<file path="src/design/status_flag_pkg.sv">
package status_flag_pkg;

    // ------------------------------------------------------------
    // Register map
    // ------------------------------------------------------------
    localparam logic [31:0] STATUS_WORD_ADDR = 32'h0000_0000;
    localparam logic [31:0] TRACE_STATE_ADDR = 32'h0000_0004;
    localparam logic [7:0] STATUS_RESET = 8'h00;
    localparam logic [31:0] READ_IDLE = 32'h0000_0000;

    // ------------------------------------------------------------
    // Status word field positions
    // ------------------------------------------------------------
    localparam int PRIO_MSB = 7;
    localparam int PRIO_LSB = 5;
    localparam int TRACE_BIT = 4;
    localparam int NEG_BIT = 3;
    localparam int ZERO_BIT = 2;
    localparam int OVFL_BIT = 1;
    localparam int CARRY_BIT = 0;

    // ------------------------------------------------------------
    // Zero detector masks
    // ------------------------------------------------------------
    localparam logic [15:0] BYTE_MASK = 16'h00FF;
    localparam logic [15:0] WORD_MASK = 16'hFFFF;
    localparam logic [15:0] ROT_BYTE_MASK = 16'h007E;
    localparam logic [15:0] ROT_WORD_MASK = 16'h7FFE;

    // ------------------------------------------------------------
    // Carry and overflow table
    // ------------------------------------------------------------
    // Two bits per entry: bit 1 overflow, bit 0 carry.
    localparam int CV_IN_W = 5;
    localparam logic [63:0] CV_TABLE = 64'hE4E4_E4E4_E4E4_E4E4;

    typedef enum logic [1:0] {
        SHIFT_ROTATE_RIGHT,
        SHIFT_ARITH_RIGHT,
        SHIFT_ROTATE_LEFT,
        SHIFT_ARITH_LEFT
    } shift_kind_t;

    function automatic logic zero_of(input logic [15:0] v, input logic [15:0] m);
        return ~|(v & m);
    endfunction : zero_of

    function automatic logic [1:0] cv_lookup(input logic [CV_IN_W-1:0] idx);
        return CV_TABLE[{idx, 1'b0} +: 2];
    endfunction : cv_lookup

endpackage : status_flag_pkg

</file>
<file path="src/design/status_word_flag_logic.sv">
// Overview of operation
// - Priority field in bits 7-5, full load.
// - Bit 4 trace, loaded from multiplexer bit 4.
// - Bit 3 set for negative result.
// - Bit 2 set for zero result.
// - Bit 1 set on arithmetic overflow.
// - Bit 0 set on carry out.
// - Trap, interrupt, return load whole word.
// - Eight bits, flags stored apart from priority.
// - Delayed trace copy is pending trap flag.
// - Select high passes data bits 0-3.
// - Per-bit gated loads on the processor clock.
// - Power-fail init disables the flag selector.
// - Aux field bit registered picks computed flags.
// - Table gives carry/overflow; subtract modifies carry.
// - Shifts override carry and overflow sources.
// - Table inputs delayed one clock.
// - Negative and zero delayed one stage.
// - Negative chosen by byte and rotate flags.
// - Zero chosen by byte and rotate flags.
// - Select 00 rotate right up to 11 shift left.
// - ALU select lines shared with shift selectors.
// - Rotate carry is bit 15 left, 0 right.
// - Rotate negative: left sign, shift-right bit 15.
// - Right shift overflow is negative xor carry.
//
// Implementation choices: the address map and the APB interface to the registers.
module status_word_flag_logic (
    input wire logic pclk,
    input wire logic presetn,
    input wire logic psel,
    input wire logic penable,
    input wire logic pwrite,
    input wire logic [31:0] paddr,
    input wire logic [31:0] pwdata,
    output logic [31:0] prdata,
    output logic pready,
    output logic pslverr,
    input wire logic [15:0] a_side_data,
    input wire logic [15:0] b_shift_register,
    input wire logic [15:0] b_operand_path,
    input wire logic left_shift_sign,
    input wire logic byte_instr_flag,
    input wire logic rotate_instr_flag,
    input wire logic alu_select_hi_n,
    input wire logic alu_select_lo_n,
    input wire logic aux_field_n,
    input wire logic full_status_load_n,
    input wire logic carry_clock_delayed_n,
    input wire logic powerfail_init,
    input wire logic subtract_instr,
    input wire logic [4:0] cv_table_in,
    output logic [7:0] status_word,
    output logic trace_pending_ff
);

    // ------------------------------------------------------------
    // State
    // ------------------------------------------------------------
    // Flags and the priority/trace group are separate fields so that the
    // flags can be loaded on their own enables; priority/trace loads only with them.
    typedef struct packed {
        logic [2:0] priority_lvl;
        logic trace;
        logic [3:0] flags;
        logic trace_pending;
        logic aux_del_n;
        logic neg_del;
        logic zero_del;
        logic rot_c_del;
        logic rot_del;
        logic sub_del;
        logic [4:0] cv_del;
        logic apb_ready;
        logic apb_err;
        logic [31:0] apb_rdata;
    } state_t;

    state_t s_q;
    state_t s_d;

    logic next_negative;
    logic next_zero;
    logic rotate_carry_out;
    logic rotate_negative;
    logic apb_setup;
    logic apb_access;
    logic status_wr;

    // ------------------------------------------------------------
    // Flag computation datapath
    // ------------------------------------------------------------
    shift_flag_logic u_shift_flag_logic (
        .a_side_data(a_side_data),
        .b_shift_register(b_shift_register),
        .b_operand_path(b_operand_path),
        .left_shift_sign(left_shift_sign),
        .carry_flag(s_q.flags[status_flag_pkg::CARRY_BIT]),
        .byte_instr_flag(byte_instr_flag),
        .rotate_instr_flag(rotate_instr_flag),
        .alu_select_hi_n(alu_select_hi_n),
        .alu_select_lo_n(alu_select_lo_n),
        .next_negative(next_negative),
        .next_zero(next_zero),
        .rotate_carry_out(rotate_carry_out),
        .rotate_negative(rotate_negative)
    );

    assign apb_setup = psel & ~penable;
    assign apb_access = psel & penable & s_q.apb_ready;
    assign status_wr = apb_access & pwrite & (paddr == status_flag_pkg::STATUS_WORD_ADDR);

    // ------------------------------------------------------------
    // Next state
    // ------------------------------------------------------------
    always_comb begin
        logic [1:0] cv;
        logic c_calc;
        logic v_calc;
        logic [3:0] sel;
        logic full;
        cv = status_flag_pkg::cv_lookup(s_q.cv_del);
        c_calc = 1'b0;
        v_calc = 1'b0;
        sel = 4'h0;
        full = ~full_status_load_n;
        s_d = s_q;

        // Input pipeline: one stage before the table and the selector.
        s_d.aux_del_n = aux_field_n;
        s_d.neg_del = next_negative;
        s_d.zero_del = next_zero;
        s_d.rot_c_del = rotate_carry_out;
        s_d.rot_del = rotate_instr_flag;
        s_d.sub_del = subtract_instr;
        s_d.cv_del = cv_table_in;

        // Carry and overflow: table for arithmetic, gating for shifts.
        if (s_q.rot_del) begin
            c_calc = s_q.rot_c_del;
            v_calc = s_q.neg_del ^ s_q.rot_c_del;
        end else begin
            c_calc = cv[0] ^ s_q.sub_del;
            v_calc = cv[1];
        end

        // Flag source selector; a disabled selector drives zeros.
        if (powerfail_init) begin
            sel = 4'h0;
        end else if (s_q.aux_del_n) begin
            sel = a_side_data[3:0];
        end else begin
            sel = {s_q.neg_del, s_q.zero_del, v_calc, c_calc};
        end

        // Per-bit gated loads.
        if (full) begin
            s_d.priority_lvl = a_side_data[7:5];
            s_d.trace = a_side_data[4];
            s_d.flags = sel;
        end else begin
            if (!s_q.aux_del_n) begin
                s_d.flags[3:1] = sel[3:1];
            end
            if (!carry_clock_delayed_n) begin
                s_d.flags[0] = sel[0];
            end
        end
        s_d.trace_pending = s_q.trace;

        // Register bus: answer one cycle after setup, zero wait after.
        if (apb_setup) begin
            s_d.apb_ready = 1'b1;
            s_d.apb_err = 1'b0;
            case (paddr)
                status_flag_pkg::STATUS_WORD_ADDR: begin
                    s_d.apb_rdata = {24'h00_0000, s_q.priority_lvl, s_q.trace, s_q.flags};
                end
                status_flag_pkg::TRACE_STATE_ADDR: begin
                    s_d.apb_rdata = {31'h0000_0000, s_q.trace_pending};
                end
                default: begin
                    s_d.apb_rdata = status_flag_pkg::READ_IDLE;
                    s_d.apb_err = 1'b1;
                end
            endcase
        end else if (apb_access) begin
            s_d.apb_ready = 1'b0;
            s_d.apb_err = 1'b0;
            s_d.apb_rdata = status_flag_pkg::READ_IDLE;
        end
        // A software write lands after any hardware load of the cycle.
        if (status_wr) begin
            s_d.priority_lvl = pwdata[7:5];
            s_d.trace = pwdata[4];
            s_d.flags = pwdata[3:0];
        end
    end

    // ------------------------------------------------------------
    // Registers
    // ------------------------------------------------------------
    always_ff @(posedge pclk or negedge presetn) begin
        if (!presetn) begin
            s_q <= '0;
            s_q.aux_del_n <= 1'b1;
        end else begin
            s_q <= s_d;
        end
    end

    assign status_word = {s_q.priority_lvl, s_q.trace, s_q.flags};
    assign trace_pending_ff = s_q.trace_pending;
    assign prdata = s_q.apb_rdata;
    assign pready = s_q.apb_ready;
    assign pslverr = s_q.apb_err;
endmodule : status_word_flag_logic

</file>
<file path="src/design/shift_flag_logic.sv">
module shift_flag_logic (
    input wire logic [15:0] a_side_data,
    input wire logic [15:0] b_shift_register,
    input wire logic [15:0] b_operand_path,
    input wire logic left_shift_sign,
    input wire logic carry_flag,
    input wire logic byte_instr_flag,
    input wire logic rotate_instr_flag,
    input wire logic alu_select_hi_n,
    input wire logic alu_select_lo_n,
    output logic next_negative,
    output logic next_zero,
    output logic rotate_carry_out,
    output logic rotate_negative
);

    // ------------------------------------------------------------
    // Shift flag selector and negative/zero selector
    // ------------------------------------------------------------
    // The ALU select lines are reused here; microcode never drives the
    // ALU and these selectors in the same cycle.
    status_flag_pkg::shift_kind_t kind;
    logic zero_en;
    logic rot_zero;

    always_comb begin
        kind = status_flag_pkg::shift_kind_t'({~alu_select_hi_n, ~alu_select_lo_n});
        rotate_carry_out = b_shift_register[0];
        rotate_negative = b_shift_register[15];
        zero_en = 1'b0;
        case (kind)
            status_flag_pkg::SHIFT_ROTATE_RIGHT: begin
                rotate_carry_out = b_shift_register[0];
                rotate_negative = carry_flag;
                zero_en = ~b_shift_register[15] & ~carry_flag;
            end
            status_flag_pkg::SHIFT_ARITH_RIGHT: begin
                rotate_carry_out = b_shift_register[0];
                rotate_negative = b_shift_register[15];
                zero_en = ~b_operand_path[15];
            end
            status_flag_pkg::SHIFT_ROTATE_LEFT: begin
                rotate_carry_out = b_shift_register[15];
                rotate_negative = left_shift_sign;
                zero_en = ~b_shift_register[0] & ~carry_flag;
            end
            status_flag_pkg::SHIFT_ARITH_LEFT: begin
                rotate_carry_out = b_shift_register[15];
                rotate_negative = left_shift_sign;
                zero_en = ~b_operand_path[0];
            end
            default: begin
                zero_en = 1'b0;
            end
        endcase
        rot_zero = zero_en & status_flag_pkg::zero_of(b_operand_path,
            byte_instr_flag ? status_flag_pkg::ROT_BYTE_MASK
                            : status_flag_pkg::ROT_WORD_MASK);
        if (rotate_instr_flag) begin
            next_negative = rotate_negative;
            next_zero = rot_zero;
        end else if (byte_instr_flag) begin
            next_negative = a_side_data[7];
            next_zero = status_flag_pkg::zero_of(a_side_data,
                status_flag_pkg::BYTE_MASK);
        end else begin
            next_negative = a_side_data[15];
            next_zero = status_flag_pkg::zero_of(a_side_data,
                status_flag_pkg::WORD_MASK);
        end
    end

endmodule : shift_flag_logic

</file>
<file path="config.mk">
export PLATFORM = sky130hd
export DESIGN_NAME = status_word_flag_logic
export DESIGN_NICKNAME = d
export VERILOG_FILES = /design/src/design/status_flag_pkg.sv /design/src/design/status_word_flag_logic.sv /design/src/design/shift_flag_logic.sv
export SDC_FILE = /design/constraint.sdc
export NUM_CORES = 1
export LEC_CHECK = 0
export ABC_AREA = 1
export CORE_MARGIN = 1.5
export CORE_UTILIZATION = 43
export CTS_CLUSTER_DIAMETER = 100
export CTS_CLUSTER_SIZE = 24
export DETAILED_ROUTE_END_ITERATION = 10
export DONT_BUFFER_PORTS = 1
export PLACE_DENSITY_LB_ADDON = 0.15
export SETUP_SLACK_MARGIN = 0.3
export SLEW_MARGIN = 10
export SYNTH_ARGS = -nofsm -noshare
export SYNTH_HDL_FRONTEND = slang
export SYNTH_SLANG_ARGS = --single-unit
</file>
<file path="constraint.sdc">
create_clock -name pclk -period 1.7 [get_ports pclk]
set_input_delay 0.34 -clock pclk [delete_from_list [all_inputs] [get_ports pclk]]
set_output_delay 0.34 -clock pclk [all_outputs]
set_load 0.01 [all_outputs]
</file>
==> flow_summary.yaml, run 1 <==
setup_path:
  start_kind: "flop"
  path_class: "flop to flop"
  end_kind: "flop"
  worst-path-max-fanout: 18
  cp_cell_sequence: "nand3_1 -> nor2_4 -> nand2_4 -> nand2_1 -> nand3_1 -> nand2_1"
  worstPathRequired_ns: 1.92
  cp_data_arrival_time_ns: 1.51
  reg2reg_setup_slack_ns: 0.41
  cp_slowest_cell: "dfrtp_2"
  critPathMaxStageDelay_ns: 0.42
layout:
  stdcell_area_sq_mm: 0.00179
  final_nets: 380
  drive_above_1_share: 0.0810
  area_growth_pct: -2.85
  finish.utilization: 0.441
  antenna_cells: 0
  n_fill_cell: 438
grt:
  grt_pass1_vias: 1366
  grt_usage: 0.164
  grt_pass1_wl_microns: 5750
  grt_max_degree: 28
  antenna_found_initial: 0
  overflow: 0
yosys:
  yosys-top-cells-count: "nand2_1, buf_4, nand3_1"
  async_reset_ff_frac: 1.00
  syn_avg_cell_area_sq_um: 7.22
  syn_inst: 255
  synth_top_flop_cell: "dfrtp_1"
  yosys-top-cells-area: "dfrtp_1, buf_4, nand2_1, nand3_1, nor2_1"
  syn_area_sq_mm: 0.00184
  synth-edff-count: 0
  synth.distinct_cells: 26
  ys_seq_elements: 27
  ys_seq_area_frac: 0.368
  synth_top_area_frac: 0.353
  yosysMostFrequentCell: "nand2_1"
  synth_largest_area_cell: "dfrtp_1"
  yosysWarnings: 0
placed_design:
  gp_congestion: 0.766
  placed_cell_area_sq_mm: 0.00169
  io_buffers: 0
  dp_hpwl_microns: 3110
  dp_slack_ns: 0.277
power:
  p_sw_uw: 353
  comb_power_share: 0.128
  total_power_mw: 1.26
  peakVddDrop_v: 0.000308
  power_frac_clock: 0.295
  swShare: 0.281
  p_leak_nw: 0.971
  seqPwrFrac: 0.576
  p_int_uw: 903
  p_per_area_mw_per_mm2: 702
sta:
  setup_viol: 0
  drv_slew: 0
  fin_crit_ns: 1.29
  min_period_over_period: 0.759
  rsz0062_at_grt: "no"
  finalHoldViolCount: 0
  final.setup.tns_ns: 0
  finalWorstSetupSlack_ns: 0.410
  finClkSkew_ns: 0.00348
  max_freq_mhz: 775
status:
  status: "completed"
drt:
  dr.pass1.iters: 6
  via_per_inst: 4.95
  num_vias: 1469
  postRouteAntennaNets: 0
  drc: 0
  drtIter0Drc: 103
  wl_microns: 3820
  wire_per_inst_microns: 12.9
clocking:
  clock-sinks: 27
  htree_levels: 1
  cts_made_buffers: 3
  clk_pin_slew_ns: 0.10
  clk_root_buffer_cell: "clkbuf_8"
  clockBufferDepth: 2
  cts_tree: "done"
  clk_latency_ns: 0.27
flow_run:
  drv_cap: 0
floorplanning:
  io_pins: 175
  dieArea_sq_mm: 0.00468
  core_area_sq_mm: 0.00406
  fp.dieW_microns: 68.4
  die_h_microns: 68.4
  start_util: 0.454
  std_cell_rows: 23
hold_path:
  min_path_type: "input port to flop"
[power groups by stage]
stage	sequential [mW]	clock, mW	combinational, mW
2_1_floorplan	0.715	0	0.194
3_3_place_gp	0.736	0	0.140
4_1_cts	0.724	0.387	0.162
6_report	0.724	0.371	0.161
3_5_place_dp	0.737	0	0.141
5_1_grt	0.729	0.417	0.192
[per-stage QoR]
| stage | hold slack (ns) | std cells |
|---|---|---|
| CTS | 0.0422 | 295 |
| floorplan | 0.0444 | 278 |
| global placement | 0.0449 | 289 |
| finish | 0.0532 | 297 |
| global route | 0.0274 | 297 |
| detailed placement | 0.0450 | 289 |
[registers in the layout (all words and copies together) (netlist names)]
register / flops
prdata: 8
s_q: 8
status_word: 8
pready: 1
pslverr: 1
trace_pending_ff: 1
[logic make-up after synthesis]
group                     Yosys count  synth area share
AOI/OAI and AO/OA                  16            0.0482
xor gates and xnor gates            2           0.00951
buffers and inverters              62             0.214
DFF                                27             0.368
other                               1           0.00204
and+or+nand+nor                   147             0.359
[layer usage]
metal	up-vias	wire length, microns	part of all wire	track usage
li1	734	-	-	-
met1	649	1480	0.39	0.183
met2	84	1830	0.48	0.303
met3	2	479	0.13	0.0493
met4	0	27	0.0071	0.0375
met5	-	0	0	0
[worst max-delay path: cells and delay by family, from the launching register on]
family / cells / cell delay (ns)
flip-flops: 1 / 0.42
AND/OR/NAND/NOR: 6 / 0.81
[worst paths after layout]
check	cells after the start	end	from
min in group asynchronous	2	prdata[2]	presetn
setup / recovery	6	status_word[2]	pready
hold / removal	0	s_q[44]	aux_field_n
setup reg to reg	6	status_word[2]	pready
hold reg to reg	0	trace_pending_ff	status_word[4]
max in group asynchronous	2	s_q[44]	presetn
[what timing repair did]
action | 4_1_cts | 5_1_grt
hold buffers | 2 | 0
setup buffers | 0 | 2
setup endpoints to repair | 0 | 8
resized for setup | 0 | 1
endpoints found under the hold margin | 27 | 0
[layout make-up]
type	count	area (sq um)	area share
Tap cell	50	62.6	0.0350
Clock inverter	1	7.51	0.00420
Sequential cell	27	678	0.379
Multi-Input combinational cell	189	857	0.479
Inverter	20	75.1	0.0420
Timing Repair Buffer	7	67.6	0.0378
Clock buffer	3	41.3	0.0231
[cells in the final DEF (no fill, tap or decap), types with 3 or more instances in the layout]
cell type | netlist | layout
nand2_1 | 55 | 55
a21oi_1 | 6 | 6
nand3_1 | 40 | 40
o21ai_0 | 7 | 7
dfrtp_1 | 26 | 25
nand4_1 | 3 | 3
clkbuf_8 | 0 | 3
inv_1 | 18 | 18
buf_4 | 41 | 5
nor2_1 | 38 | 38
conb_1 | 1 | 24
Power figures use the tool's default switching activity.
==> run 2, diff against run 1 <==
Clock period 1.7 ns to 1.25 ns, I/O delays scaled along.
==> run 2 against run 1 <==
  * Cell area increased by 21%
  * Worst hold slack improved by 0.0038 ns
  * Core utilization increased by 9.4 points
  * Flip-flop and latch count unchanged
  * Non-clock buffer count increased by 11
  * Global-route usage increased by 1.6 points
  * Critical path depth increased by 1
  * Register-to-register slack got worse by 0.28 ns
  * Sequential share of layout area decreased by 6.5 points
  * Critical path type unchanged
==> flow_summary.yaml, run 2 (synthesis gave the netlist of run 1 again) <==
status:
  status: "completed"
grt:
  grt_pass1_vias: 1455
  grt_pass1_wl_microns: 6310
  antenna_found_initial: 0
  overflow: 0
  grt_max_degree: 28
  grt_usage: 0.180
  met2_usage: 0.331
  grt_use_met3: 0.0461
  gr-usage-met1: 0.206
  top_usage_layer: "met2"
setup_path:
  start_kind: "flop"
  worst-path-max-fanout: 7
  path_class: "flop to flop"
  crit_path_frequent_cell: "nand2_1"
  cp_slowest_cell: "dfstp_2"
  end_kind: "flop"
  cp_cell_sequence: "inv_2 -> nor2_1 -> nor2_1 -> nand2_1 -> nand2_1 -> nand3_2 -> nand2_1"
  cp_data_arrival_time_ns: 1.29
  critPathMaxStageDelay_ns: 0.60
  worstPathRequired_ns: 1.42
sta:
  timing.hold.ws_ns: 0.0570
  finalHoldViolCount: 0
  min_period_over_period: 0.898
  finalWorstSetupSlack_ns: 0.127
  drv_slew: 0
  fin_crit_ns: 1.12
  finClkSkew_ns: 0.00888
  rsz0062_at_grt: "yes"
  setup_viol: 0
  max_freq_mhz: 891
clocking:
  clock-sinks: 27
  clockBufferDepth: 2
  cts_made_buffers: 3
  clk_pin_slew_ns: 0.09
  clk_root_buffer_cell: "clkbuf_8"
  clk_latency_ns: 0.28
  htree_levels: 1
  cts_tree: "done"
drt:
  dr.pass1.iters: 5
  num_vias: 1554
  postRouteAntennaNets: 0
  wl_microns: 4120
  via_per_inst: 5.01
  wire_per_inst_microns: 13.3
  drc: 0
  drtIter0Drc: 50
power:
  swShare: 0.282
  comb_power_share: 0.157
  peakVddDrop_v: 0.000429
  seqPwrFrac: 0.559
  p_leak_nw: 1.06
  p_int_mw: 1.27
  p_per_area_mw_per_mm2: 811
  power_frac_clock: 0.284
  p_sw_uw: 496
layout:
  antenna_cells: 0
  layout_common_cells: "nand2_1, conb_1, nand3_1"
  layoutNonFillerInstCount: 310
  area_growth_pct: 17.9
  final_nets: 393
  stdcell_area_sq_mm: 0.00217
  layout_commonest_cell: "nand2_1"
  n_fill_cell: 398
  drive_above_1_share: 0.285
floorplanning:
  io_pins: 175
  start_util: 0.454
  dieArea_sq_mm: 0.00468
  die_h_microns: 68.4
  core_area_sq_mm: 0.00406
  std_cell_rows: 23
  fp.dieW_microns: 68.4
placed_design:
  dp_hpwl_microns: 3140
  dp_slack_ns: -0.0259
  placed_cell_area_sq_mm: 0.00177
  io_buffers: 0
  dp_cells: 292
  gp_congestion: 0.733
hold_path:
  min_path_type: "input port to flop"
flow_run:
  drv_cap: 0
-- run 2: cell count changes in the layout (fill, tap and decap cells not counted), moves of 3 or more --
cell,delta
nand3_1,-17
dfrtp_1,-3
dfrtp_2,+3
nand2_1,-3
buf_6,+5
dlygate4sd3_1,+5
nor2_2,+11
nor2_4,+7
nand3_2,+16
nor2_1,-18
-- run 2: final cells by class --
class	instances	area, sq um	area share
clock buffers	3	41.3	0.0190
repair buffers	18	206	0.0950
flip-flops and latches	27	682	0.314
multi-input cells	191	1100	0.505
clock inverters	1	5.00	0.00230
inverters	20	77.6	0.0357
well taps	50	62.6	0.0288
-- run 2: metrics by stage --
stage	utilization	power, mW	setup TNS [ns]
floorplan	-	1.25	0
global placement	0.437	1.20	-0.0499
detailed placement	0.437	1.20	-0.0614
CTS	0.499	1.76	0
global route	0.535	1.86	0
finish	0.535	1.76	0
-- run 2: per-layer routing --
layer / vias up / routed length (microns) / share of wire
met5: - / 0 / 0
met4: 0 / 46 / 0.011
met3: 5 / 408 / 0.099
met2: 82 / 2090 / 0.51
met1: 704 / 1580 / 0.38
li1: 763 / - / -
-- run 2: critical path, delay by kind of cell, from the launching register on --
| kind | cells | cell delay (ns) |
|---|---|---|
| flops | 1 | 0.60 |
| buf+inv | 1 | 0.05 |
| simple gates | 6 | 0.36 |
-- run 2: timing repair --
action                                  CTS  global route
gates cloned                              1             1
buffers inserted                          3             2
resized for setup                        19            34
endpoints found under the setup margin   38            38
hold endpoints to repair                 32             0
pin swaps                                11             7
hold buffers                              7             0
-- run 2: power by group through the flow --
stage	sequential (mW)	clock (mW)	combinational [mW]
after floorplan	0.974	0	0.272
after global placement	1.00	0	0.203
after detailed placement	1.00	0	0.204
after CTS	0.985	0.515	0.261
after global routing	0.996	0.544	0.318
final	0.986	0.501	0.276
-- run 2: final timing paths --
check                      slack, ns          endpoint  depth (start not counted)         startpoint
max in group asynchronous       0.61           s_q[44]                          2            presetn
min                             0.06           s_q[43]                          1  rotate_instr_flag
max reg2reg                     0.13    status_word[1]                          7            s_q[44]
min reg2reg                     0.51  trace_pending_ff                          0     status_word[4]
min in group asynchronous       0.39         prdata[6]                          2            presetn
max                             0.13    status_word[1]                          7            s_q[44]
==> run 3, diff against run 2 <==
Settings changed: CORE_MARGIN 1.5 to 8.
==> run 3 against run 2 <==
  * Die area grew 42%
  * Sequential power rose by 0.5%
  * Global-route usage down 3.4 points
  * Cell count grew 3.2%
  * Core utilization rose by 0.16 points
  * Non-clock buffer count is 7 higher
  * Register-to-register slack worse by 0.06 ns
  * Combinational power grew 16%
  * Cell area rose by 4.7%
  * Critical path depth stayed put
  * Clock skew down 0.0029 ns
==> flow_summary.yaml, run 3 (synthesis gave the netlist of run 1 again) <==
status:
  status: "completed"
grt:
  grt_pass1_wl_microns: 7730
  grt_max_degree: 28
  antenna_found_initial: 0
  grt_pass1_vias: 1696
  grt_usage: 0.147
  overflow: 0
layout:
  layout_commonest_cell: "nand2_1"
  antenna_cells: 0
  area_growth_pct: 23.4
  finish.utilization: 0.537
  n_fill_cell: 407
  drive_above_1_share: 0.306
  final_nets: 401
  layout_common_cells: "nand2_1, nor2_1, nand3_1, conb_1, dfrtp_1"
drt:
  wl_microns: 5240
  drc: 0
  via_per_inst: 4.92
  drtIter0Drc: 69
  wire_per_inst_microns: 16.4
  num_vias: 1574
  dr.pass1.iters: 4
  postRouteAntennaNets: 0
sta:
  max_freq_mhz: 845
  rsz0062_at_grt: "yes"
  min_period_over_period: 0.947
  final.setup.tns_ns: 0
  finClkSkew_ns: 0.00600
  finalHoldViolCount: 0
  setup_viol: 0
  fin_crit_ns: 1.18
  drv_slew: 0
floorplanning:
  std_cell_rows: 24
  start_util: 0.435
  fp.dieW_microns: 81.4
  dieArea_sq_mm: 0.00663
  die_h_microns: 81.4
  io_pins: 175
  core_area_sq_mm: 0.00423
placed_design:
  dp_hpwl_microns: 3950
  gp_congestion: 0.729
  io_buffers: 0
clocking:
  htree_levels: 1
  clock-sinks: 27
  clk_pin_slew_ns: 0.10
  clk_root_buffer_cell: "clkbuf_8"
  cts_made_buffers: 3
  clockBufferDepth: 2
  clk_latency_ns: 0.27
  cts_tree: "done"
hold_path:
  min_path_type: "input port to flop"
setup_path:
  end_kind: "flop"
  cp_data_arrival_time_ns: 1.39
  worst-path-max-fanout: 4
  worstPathRequired_ns: 1.46
  path_class: "flop to flop"
  start_kind: "flop"
power:
  p_per_area_mw_per_mm2: 797
  peakVddDrop_v: 0.000399
  p_leak_nw: 1.15
flow_run:
  drv_cap: 0
-- run 3: cell types whose count changed in the layout (fill, tap and decap cells not counted), moves of 3 or more --
cell     before  now
nand2_1      52   47
nor2_1       20   25
buf_6         5    9
nor2_2       12    8
nand2_2       4    7
nand2_4       2    5
-- run 3: layout make-up --
class | instances | area, sq um | area share
Clock inverter | 1 | 5.00 | 0.00220
Sequential cell | 27 | 683 | 0.300
Tap cell | 52 | 65.1 | 0.0286
Timing Repair Buffer | 25 | 289 | 0.127
Inverter | 20 | 77.6 | 0.0341
Clock buffer | 3 | 41.3 | 0.0182
Multi-Input combinational cell | 192 | 1110 | 0.489
-- run 3: routing by layer --
metal | track usage | wire length (microns) | up-vias
met3 | 0.0536 | 492 | 4
met1 | 0.155 | 1930 | 709
li1 | - | - | 782
met5 | 0 | 0 | -
met4 | 0.0339 | 44 | 0
met2 | 0.270 | 2770 | 79
-- run 3: per-stage QoR --
step	hold WS (ns)	setup WS (ns)	total power, mW	instances	instance area, sq um
after global routing	0.0837	0.00875	1.91	320	2270
final	0.0754	0.0663	1.81	320	2270
after detailed placement	-0.0448	-0.0437	1.21	296	1790
after global placement	-0.0448	-0.0244	1.21	296	1790
after floorplan	-0.0456	0.0217	1.25	278	1990
after CTS	0.0702	0.0882	1.78	316	2110
-- run 3: power by group --
part / leakage (nW) / switching (mW) / internal (mW)
clock network: 0.0255 / 0.276 / 0.223
registers: 0.337 / 0.0674 / 0.924
logic: 0.784 / 0.178 / 0.143
-- run 3: worst max-delay path: stages, from the launching register on --
cell and delay, ns:
dfrtp_1 0.39, nand3_2 0.12, nor2_4 0.17, buf_6 0.15, nand2_4 0.07, nand2_1 0.08
nand3_1 0.07, nand2_1 0.06
-- run 3: timing repair --
item | CTS | global route
setup endpoints to repair | 32 | 38
gates resized for setup | 28 | 35
buffers inserted | 6 | 3
hold endpoints to repair | 32 | 0
cloned | 3 | 1
hold buffers | 7 | 0
pin swaps | 12 | 15
-- run 3: worst paths after layout --
path	start	endpoint	slack (ns)	cells after the start
min in group asynchronous	presetn	prdata[5]	0.40	2
max in group asynchronous	presetn	s_q[44]	0.61	2
worst max register to register	pready	status_word[1]	0.07	7
worst min-delay path	rotate_instr_flag	s_q[43]	0.08	1
worst min register to register	status_word[4]	trace_pending_ff	0.50	0
worst max-delay path	pready	status_word[1]	0.07	7
